==> src/hw/flcmd_map.vh <==
`ifndef FLCMD_MAP_VH
`define FLCMD_MAP_VH
`define FLCMD_MODE_CMD_ENTRY 4'h0
`define FLCMD_MODE_DATA  4'h1
`define FLCMD_OP_ERASE   16'h0008
`define FLCMD_OP_SETLK   16'h0009
`define FLCMD_OP_CLRLK   16'h000A
`define FLCMD_OP_GETLK   16'h000B
`define FLCMD_OP_PAGE_LOCK       16'h0002
`define FLCMD_OP_ERASE_PAGE_LOCK 16'h0004
`define FLCMD_OP_SETGP   16'h000C
`define FLCMD_OP_CLRGP   16'h000D
`define FLCMD_OP_GETGP   16'h000E
`define FLCMD_ERASE_ARG  16'h0000
`define FLCMD_ZERO16     16'h0000
`endif

==> src/hw/flcmd_bitop.v <==
`timescale 1ns/1ps
module flcmd_bitop #(
	parameter WIDTH = 16
) (
	// operands
	input  wire [WIDTH-1:0] curBits,
	input  wire [WIDTH-1:0] maskBits,
	input  wire             doSet,
	input  wire             doClr,
	// result
	output wire [WIDTH-1:0] newBits
);
	genvar i;
	generate
		for (i = 0; i < WIDTH; i = i + 1) begin : gBit
			assign newBits[i] = doSet ? (curBits[i] | maskBits[i]) :
				doClr ? (curBits[i] & ~maskBits[i]) : curBits[i];
		end
	endgenerate
endmodule

==> src/hw/flcmd_top.v <==
`timescale 1ns/1ps
`include "flcmd_map.vh"
module flcmd_top #(
	parameter LOCK_W = 16,
	parameter GP_W   = 16
) (
	// clock and reset
	input  wire        sys_clk,
	input  wire        rstn,
	// programmer handshake
	input  wire        wrStrobe,
	input  wire        rdStrobe,
	input  wire [3:0]  modeSel,
	input  wire [15:0] dataIn,
	output reg  [15:0] dataOut_ff,
	output reg         rdValid_ff,
	// page-lock request from page-write logic
	input  wire        pageLockReq,
	input  wire [15:0] pageLockMask,
	// array control
	output reg         eraseStart_ff,
	output reg         eraseAbort_ff,
	output reg  [15:0] lockBits_ff,
	output reg  [15:0] gpBits_ff
);
	localparam ST_IDLE = 2'h0;
	localparam ST_ARG  = 2'h1;
	localparam ST_READ = 2'h2;

	reg  [1:0]  state_ff;
	reg  [1:0]  nxt_state;
	reg  [15:0] opcode_ff;
	// opcode classes of the word on dataIn
	reg         known;
	reg         isRead;
	// argument actions for the pending opcode
	reg         setLkArg;
	reg         clrLkArg;
	reg         setGpArg;
	reg         clrGpArg;
	reg         eraseArg;
	wire        cmdWr;
	wire        dataWr;
	wire        dataRd;
	wire        argWr;
	wire        lkSet;
	wire        lkClr;
	wire [15:0] lkSetMask;
	wire [15:0] lockMid;
	wire        gpSet;
	wire        gpClr;
	wire [15:0] nxtLock;
	wire [15:0] nxtGp;

	assign cmdWr  = wrStrobe && (modeSel == `FLCMD_MODE_CMD_ENTRY);
	assign dataWr = wrStrobe && (modeSel == `FLCMD_MODE_DATA);
	assign dataRd = rdStrobe && (modeSel == `FLCMD_MODE_DATA);
	assign argWr  = (state_ff == ST_ARG) && dataWr;

	// opcode classes; anything not listed is not loaded and sends state_ff back to ST_IDLE
	always @* begin
		known  = 1'b0;
		isRead = 1'b0;
		case (dataIn)
			`FLCMD_OP_ERASE: begin
				known = 1'b1;
			end
			`FLCMD_OP_SETLK: begin
				known = 1'b1;
			end
			`FLCMD_OP_CLRLK: begin
				known = 1'b1;
			end
			`FLCMD_OP_SETGP: begin
				known = 1'b1;
			end
			`FLCMD_OP_CLRGP: begin
				known = 1'b1;
			end
			`FLCMD_OP_GETLK: begin
				isRead = 1'b1;
			end
			`FLCMD_OP_GETGP: begin
				isRead = 1'b1;
			end
			default: begin
				known  = 1'b0;
				isRead = 1'b0;
			end
		endcase
	end

	// what the data-mode write does for the pending opcode
	always @* begin
		setLkArg = 1'b0;
		clrLkArg = 1'b0;
		setGpArg = 1'b0;
		clrGpArg = 1'b0;
		eraseArg = 1'b0;
		if (argWr) begin
			case (opcode_ff)
				`FLCMD_OP_SETLK: begin
					setLkArg = 1'b1;
				end
				`FLCMD_OP_CLRLK: begin
					clrLkArg = 1'b1;
				end
				`FLCMD_OP_SETGP: begin
					setGpArg = 1'b1;
				end
				`FLCMD_OP_CLRGP: begin
					clrGpArg = 1'b1;
				end
				`FLCMD_OP_ERASE: begin
					eraseArg = (dataIn == `FLCMD_ERASE_ARG);
				end
				default: begin
					eraseArg = 1'b0;
				end
			endcase
		end
	end

	assign lkSet     = setLkArg || pageLockReq;
	assign lkClr     = clrLkArg;
	assign lkSetMask = (pageLockReq ? pageLockMask : `FLCMD_ZERO16) |
		(setLkArg ? dataIn : `FLCMD_ZERO16);
	assign gpSet     = setGpArg;
	assign gpClr     = clrGpArg;

	// clear first, then set, so a page lock in the same cycle wins
	flcmd_bitop #(.WIDTH(16)) uLockClr (
		.curBits  (lockBits_ff),
		.maskBits (dataIn),
		.doSet    (1'b0),
		.doClr    (lkClr),
		.newBits  (lockMid)
	);

	flcmd_bitop #(.WIDTH(16)) uLockSet (
		.curBits  (lockMid),
		.maskBits (lkSetMask),
		.doSet    (lkSet),
		.doClr    (1'b0),
		.newBits  (nxtLock)
	);

	flcmd_bitop #(.WIDTH(16)) uGp (
		.curBits  (gpBits_ff),
		.maskBits (dataIn),
		.doSet    (gpSet),
		.doClr    (gpClr),
		.newBits  (nxtGp)
	);

	// command sequencing; a new opcode write always restarts
	always @* begin
		nxt_state = state_ff;
		case (state_ff)
			ST_IDLE: begin
				if (cmdWr && known)
					nxt_state = ST_ARG;
				else if (cmdWr && isRead)
					nxt_state = ST_READ;
			end
			ST_ARG: begin
				if (cmdWr)
					nxt_state = known ? ST_ARG : (isRead ? ST_READ : ST_IDLE);
				else if (dataWr)
					nxt_state = ST_IDLE;
			end
			ST_READ: begin
				if (cmdWr)
					nxt_state = known ? ST_ARG : (isRead ? ST_READ : ST_IDLE);
				else if (dataRd)
					nxt_state = ST_IDLE;
			end
			default: nxt_state = ST_IDLE;
		endcase
	end

	always @(posedge sys_clk or negedge rstn) begin
		if (!rstn) begin
			state_ff      <= ST_IDLE;
			opcode_ff     <= `FLCMD_ZERO16;
			dataOut_ff    <= `FLCMD_ZERO16;
			rdValid_ff    <= 1'b0;
			eraseStart_ff <= 1'b0;
			eraseAbort_ff <= 1'b0;
			lockBits_ff   <= `FLCMD_ZERO16;
			gpBits_ff     <= `FLCMD_ZERO16;
		end else begin
			state_ff      <= nxt_state;
			rdValid_ff    <= 1'b0;
			eraseStart_ff <= 1'b0;
			eraseAbort_ff <= 1'b0;
			lockBits_ff   <= nxtLock;
			gpBits_ff     <= nxtGp;
			if (cmdWr && (known || isRead))
				opcode_ff <= dataIn;
			if (eraseArg) begin
				if (|lockBits_ff)
					eraseAbort_ff <= 1'b1;
				else
					eraseStart_ff <= 1'b1;
			end
			if (state_ff == ST_READ && dataRd && !cmdWr) begin
				rdValid_ff <= 1'b1;
				if (opcode_ff == `FLCMD_OP_GETLK)
					dataOut_ff <= lockBits_ff;
				else
					dataOut_ff <= gpBits_ff;
			end
		end
	end
endmodule

==> config.mk <==
export PLATFORM = sky130hd
export DESIGN_NAME = flcmd_top
export DESIGN_NICKNAME = d
export VERILOG_FILES = /design/src/hw/flcmd_bitop.v /design/src/hw/flcmd_top.v
export VERILOG_INCLUDE_DIRS = /design/src /design/src/hw
export SDC_FILE = /design/constraint.sdc
export NUM_CORES = 1
export LEC_CHECK = 0
export BUFFER_PORTS_ARGS = -buffer_cell sky130_fd_sc_hd__buf_4
export CELL_PAD_IN_SITES_DETAIL_PLACEMENT = 1
export CELL_PAD_IN_SITES_GLOBAL_PLACEMENT = 1
export CORE_MARGIN = 5
export CORE_UTILIZATION = 40
export CTS_CLUSTER_DIAMETER = 100
export DETAILED_ROUTE_END_ITERATION = 10
export GPL_TIMING_DRIVEN = 0
export PLACE_DENSITY = 0.85
export SYNTH_ARGS = -nofsm -noshare
export SYNTH_HDL_FRONTEND = slang
export SYNTH_SLANG_ARGS = --single-unit
==> constraint.sdc <==
create_clock -name sys_clk -period 2 [get_ports sys_clk]
set_input_delay 0.6 -clock sys_clk [delete_from_list [all_inputs] [get_ports sys_clk]]
set_output_delay 0.6 -clock sys_clk [all_outputs]
set_load 0.02 [all_outputs]
# [After elaboration in Yosys (flattened, before gate mapping)]
# Cells that the tools add are included.
[totals] output_inout_bits=51 inputBits=41 reg_bits=69 wordCells=221
[classes] eq_ne=19 reduce_logical=20 muxes=93 n_bitwise=81
[ops] op="16-bit by 4-bit equality test with 1-bit output (second input constant)" count=13
[ops] op="1-bit two-way mux" count=81
[ops] op="16-bit two-way mux" count=3
[ops] op="1-bit AND" count=32
[ops] op="1-bit bitwise OR" count=32
[ops] op="16-bit zero test" count=1
[ops] op="2-bit two-way mux" count=8
[ops] op="1-bit inverter" count=16
[ops] op="16-bit bitwise OR" count=1
[ops] op="16-bit OR reduction" count=1
[ops] op="1-bit logical AND" count=9
[ops] op="3-bit != test (second input constant)" count=3
[ops] op="2-bit one-hot mux with 3 select lines" count=1
[ops] op="5-bit OR reduction" count=1
[ops] op="4-bit by 1-bit equality test with 1-bit output (second input constant)" count=1
[ops] op="4-bit zero test" count=1
[ops] op="3-bit AND reduction" count=1
[ops] op="2-bit by 1-bit equality test with 1-bit output (second input constant)" count=1
[ops] op="2-bit equality test (second input constant)" count=1
[ops] op="2-bit zero test" count=1
[ops] op="1-bit logical OR" count=2
[ops] op="2-bit nonzero test" count=1
[ops] op="2-bit OR reduction" count=1
[ops] op="1-bit zero test" count=1

# [Longest topological paths before layout]
[logic_depth] depth_word=8 ltp_mapped=8 ltp_nobuf=6

# [Modules after synthesis]
# A second synthesis with hierarchy kept.
[hier_totals] cells_unflattened=325 hier_area_um2=3527.1
[by_module_without_submodules] module="flcmd_top" seq_area_each_um2=1726.7 area_each_um2=2780.2 n_inst=1 cells_each=217
[by_module_without_submodules] module="flcmd_bitop" seq_area_each_um2=0.0 area_each_um2=249.0 n_inst=3 cells_each=36

# [Worst setup path after synthesis]
# No wires, ideal clock.
[synth_timing] path_kind="input to register" startpoint="in dataIn[8]" endpoint="reg state_ff[1]" slack_ns=-0.054 cell_stages=5 setup_time_ns=0.125 t_arrival_ns=1.929 t_required_ns=1.875 path_buffers=0 path_cell_list="nor4_1 and3_1 nand4_1 a221oi_1 mux2_2"
[synth_between] elab_chain_cells=7 word_cells_on_any_way=21 classes_between="eq/ne: 8; mux: 8; reduce/logical: 5"
[synth_rtl] element="start: declaration" line_no="flcmd_top.v:14" text="input wire [15:0] dataIn,"
[synth_rtl] element="16-bit by 4-bit equality test with 1-bit output" line_no="flcmd_top.v:64" text="case (dataIn)"
[synth_rtl] element="2-bit OR reduction (no source line)"
[synth_rtl] element="1-bit two-way mux" line_no="flcmd_top.v:64"
[synth_rtl] element="2-bit two-way mux (2 in series)" line_no="flcmd_top.v:168, flcmd_top.v:174"
[synth_rtl] element="2-bit two-way mux (on tied branches)" line_no="flcmd_top.v:173, flcmd_top.v:167"
[synth_rtl] element="2-bit one-hot mux with 3 select lines" line_no="flcmd_top.v:159" text="case (state_ff)"
[synth_rtl] element="end signal: assignment" line_no="flcmd_top.v:193" text="state_ff <= nxt_state;"
[synth_rtl] element="end: declaration" line_no="flcmd_top.v:30" text="reg [1:0] state_ff;"
# Parallel ways exist; a longest one is shown, timed or not.
# A chain may end at the register's enable or synchronous reset.

==> out/metrics.cfg <==
[setup_path]
cp_num_buf_inv=3
r2r_slack_ps=-150
cp.required_ps=2200
critical_path.cell_chain=nor4_4, nand4_4, buf_6, buf_6, nor4_4, buf_6, nand2_4, mux2i_1
critPathKind=reg -> reg
path_depth=8
slowest_stage=dfrtp_1
worstRegToRegCells=8
r2r_start=opcode_ff[14]
crit_family=simple AND/OR/NAND/NOR gates
critPathMaxFanout=5
crit_top_cell=buf_6
cp-start-kind=flop
slowest_delay_ps=410
crit_path_end_kind=flop
cp.arrival_ps=2350
startpoint=opcode_ff[14]

[global_route]
grt_pass1_wl_um=18500
met2_usage_pct=40.9
grtUsageTotal_pct=24.6
grt_overflow=0
grt.busiest_layer=met2
grt_max_degree=70
grt_pass1_vias=3338
grt_use_met1_pct=29.5
met3_usage_pct=4.17
antenna_found_initial=0

[clocking]
cts.path.max_buffers=2
clock_latency_ps=360
cts_tree=built
h-tree-depth=3
cts_made_buffers=9
clk_pin_slew_worst_paths_ps=70
cts-root-buf=clkbuf_8
cts_sinks=69

[synthesis]
ys_async_sr_fraction_pct=100
synth_area_leader_cell=dfrtp_1
yosys_warnings=0
syn_area_um2=3250
avgSynthCellArea_um2=10.6
synth_seq_area_share_pct=53.2
ys_ff_latch=69
postSynthCellCount=305
synth-edff-count=0
synth_top_area_share_pct=53.2
synth_ff_type=dfrtp_1
yosysUniqueCellTypes=36
synth_area_leaders=dfrtp_1 53%, nand2_1 5.8%, a221o_1 4.9%
synth_nets=350

[floorplanning]
rows=32
core-area_um2=7810
die_h_um=100
num_io_pins=92
die_w_um=100
start_util_pct=41.6
dieArea_um2=10000

[placement]
gp_congestion=0.790
place_inst=497
place_area_um2=4060
place_hpwl_um=7750
numPortBuffers=90

[cells_and_area]
layout-drive-gt1-share_pct=42.1
area_growth_pct=43.8
stdcell_count=527
fin_nets=465
nFillCells=858
layout_commonest_cell=buf_4
fin_area_um2=4670
final_cell_mix=97 x buf_4, 69 x dfrtp_1, 35 x nand2_1
diodes=0

[power]
p_leak_nw=2.30
p_per_area_nw_per_um2=860
ir_drop_mv=0.356

[detailed_routing]
wl_um=13200
antenna_left=0
num_vias=3065
drtPass1Iterations=5
wl_per_cell_um=25.0
drc=0
drt_iter0_drc=192
via_per_inst=5.82

[timing]
max-slew-margin-rel_pct=40.9
fin_skew_ps=16.6
drv_slew=0
tightest_slew_ps=886
max_freq_ghz=0.465
layout_setup_ws_ps=-149
layout_min_cycle_time_ps=2150
final-setup-viol-count=30
fin_crit_sh_pct=107
rsz0062_at_grt=yes
final-hold-violation-count=0
whs_ps=369

[run_status]
outcome=finished, violations left
violations=negative setup slack

[min_path]
hp-class=in -> async

[run]
drv_cap=0

## final cells by class
class	instances	area [um^2]	share of cell area (%)
sequential	69	1730	37.0
multi-input combinational	197	1530	32.7
timing repair buffer	107	852	18.3
clock buffer	11	141	3.03
tap	102	128	2.74
buffer	14	126	2.71
clock inverter	5	83.8	1.80
inverter	22	82.6	1.77
## Yosys cell counts (all sizes together), types with 2 or more instances
library cell,n
mux2i,16
a221o,16
ha,4
a21boi,17
and3,3
a31oi,16
and4,2
dfrtp,69
nor4,11
nor3,3
and2,8
mux2,3
nor2,21
buf,6
inv,22
nand2,50
nor2b,6
nand3,2
nand4,6
clkbuf,11
a221oi,2
nor4b,2
o21ai,3
## power breakdown
part	switching, W	total, W	internal (W)
sequential	0.000121	0.00169	0.00157
clock	0.000568	0.00131	0.000739
combinational	0.000563	0.00101	0.000449
## timing repair
action | CTS | global route
setup buffers | 13 | 2
resized for setup | 22 | 63
setup endpoints to repair | 46 | 49
pin swaps | 8 | 28
hold buffers | 0 | 0
cloned | 1 | 1
## worst register-to-register path: stages (launching register included)
cell	delay, ps
dfrtp_1	410
nor4_4	370
nand4_4	180
buf_6	170
buf_6	110
nor4_4	310
buf_6	240
nand2_4	70
mux2i_1	130
## how the worst min path moves through the flow
| stage | start | end | slack (ps) | cells after the start |
|---|---|---|---|---|
| 3_3_place_gp | opcode_ff[3] | opcode_ff[3] | 450 | 1 |
| 5_1_grt | rstn | opcode_ff[6] | 430 | 1 |
| 3_5_place_dp | opcode_ff[3] | opcode_ff[3] | 480 | 1 |
| 4_1_cts | rstn | dataOut_ff[13] | 390 | 1 |
| 6_report | rstn | opcode_ff[8] | 370 | 1 |
| 2_1_floorplan | rstn | asynchronous set/reset pin | 300 | 0 |
## logic make-up (layout without fill, tap and decap cells)
logic type                 Yosys count  after routing  synth area share, %
AOI/OAI and AO/OA                   57             57                 13.6
adders and majority gates            4              4                 1.54
buffers and inverters               39            159                 5.36
DFF                                 69             69                 53.2
muxes                               19             19                 5.98
and+or+nand+nor                    117            117                 20.4
## metal layers
| metal | vias up | share of wire (%) |
|---|---|---|
| li1 | 1310 | - |
| met1 | 1559 | 40 |
| met2 | 155 | 50 |
| met3 | 41 | 5.5 |
| met4 | 0 | 4.3 |
| met5 | - | 0 |
## metrics by stage
stage               worst slack, ps  setup TNS, ps  total power, W  util, %
finish                         -149          -2760         0.00401     59.8
CTS                           -24.3          -86.9         0.00398     57.0
global placement               -463         -17660         0.00260     51.9
floorplan                      11.8              0         0.00217        -
detailed placement             -554         -23320         0.00265     51.9
global route                   -224          -5280         0.00417     59.8
No activity file was read; power rests on OpenSTA's default activity.
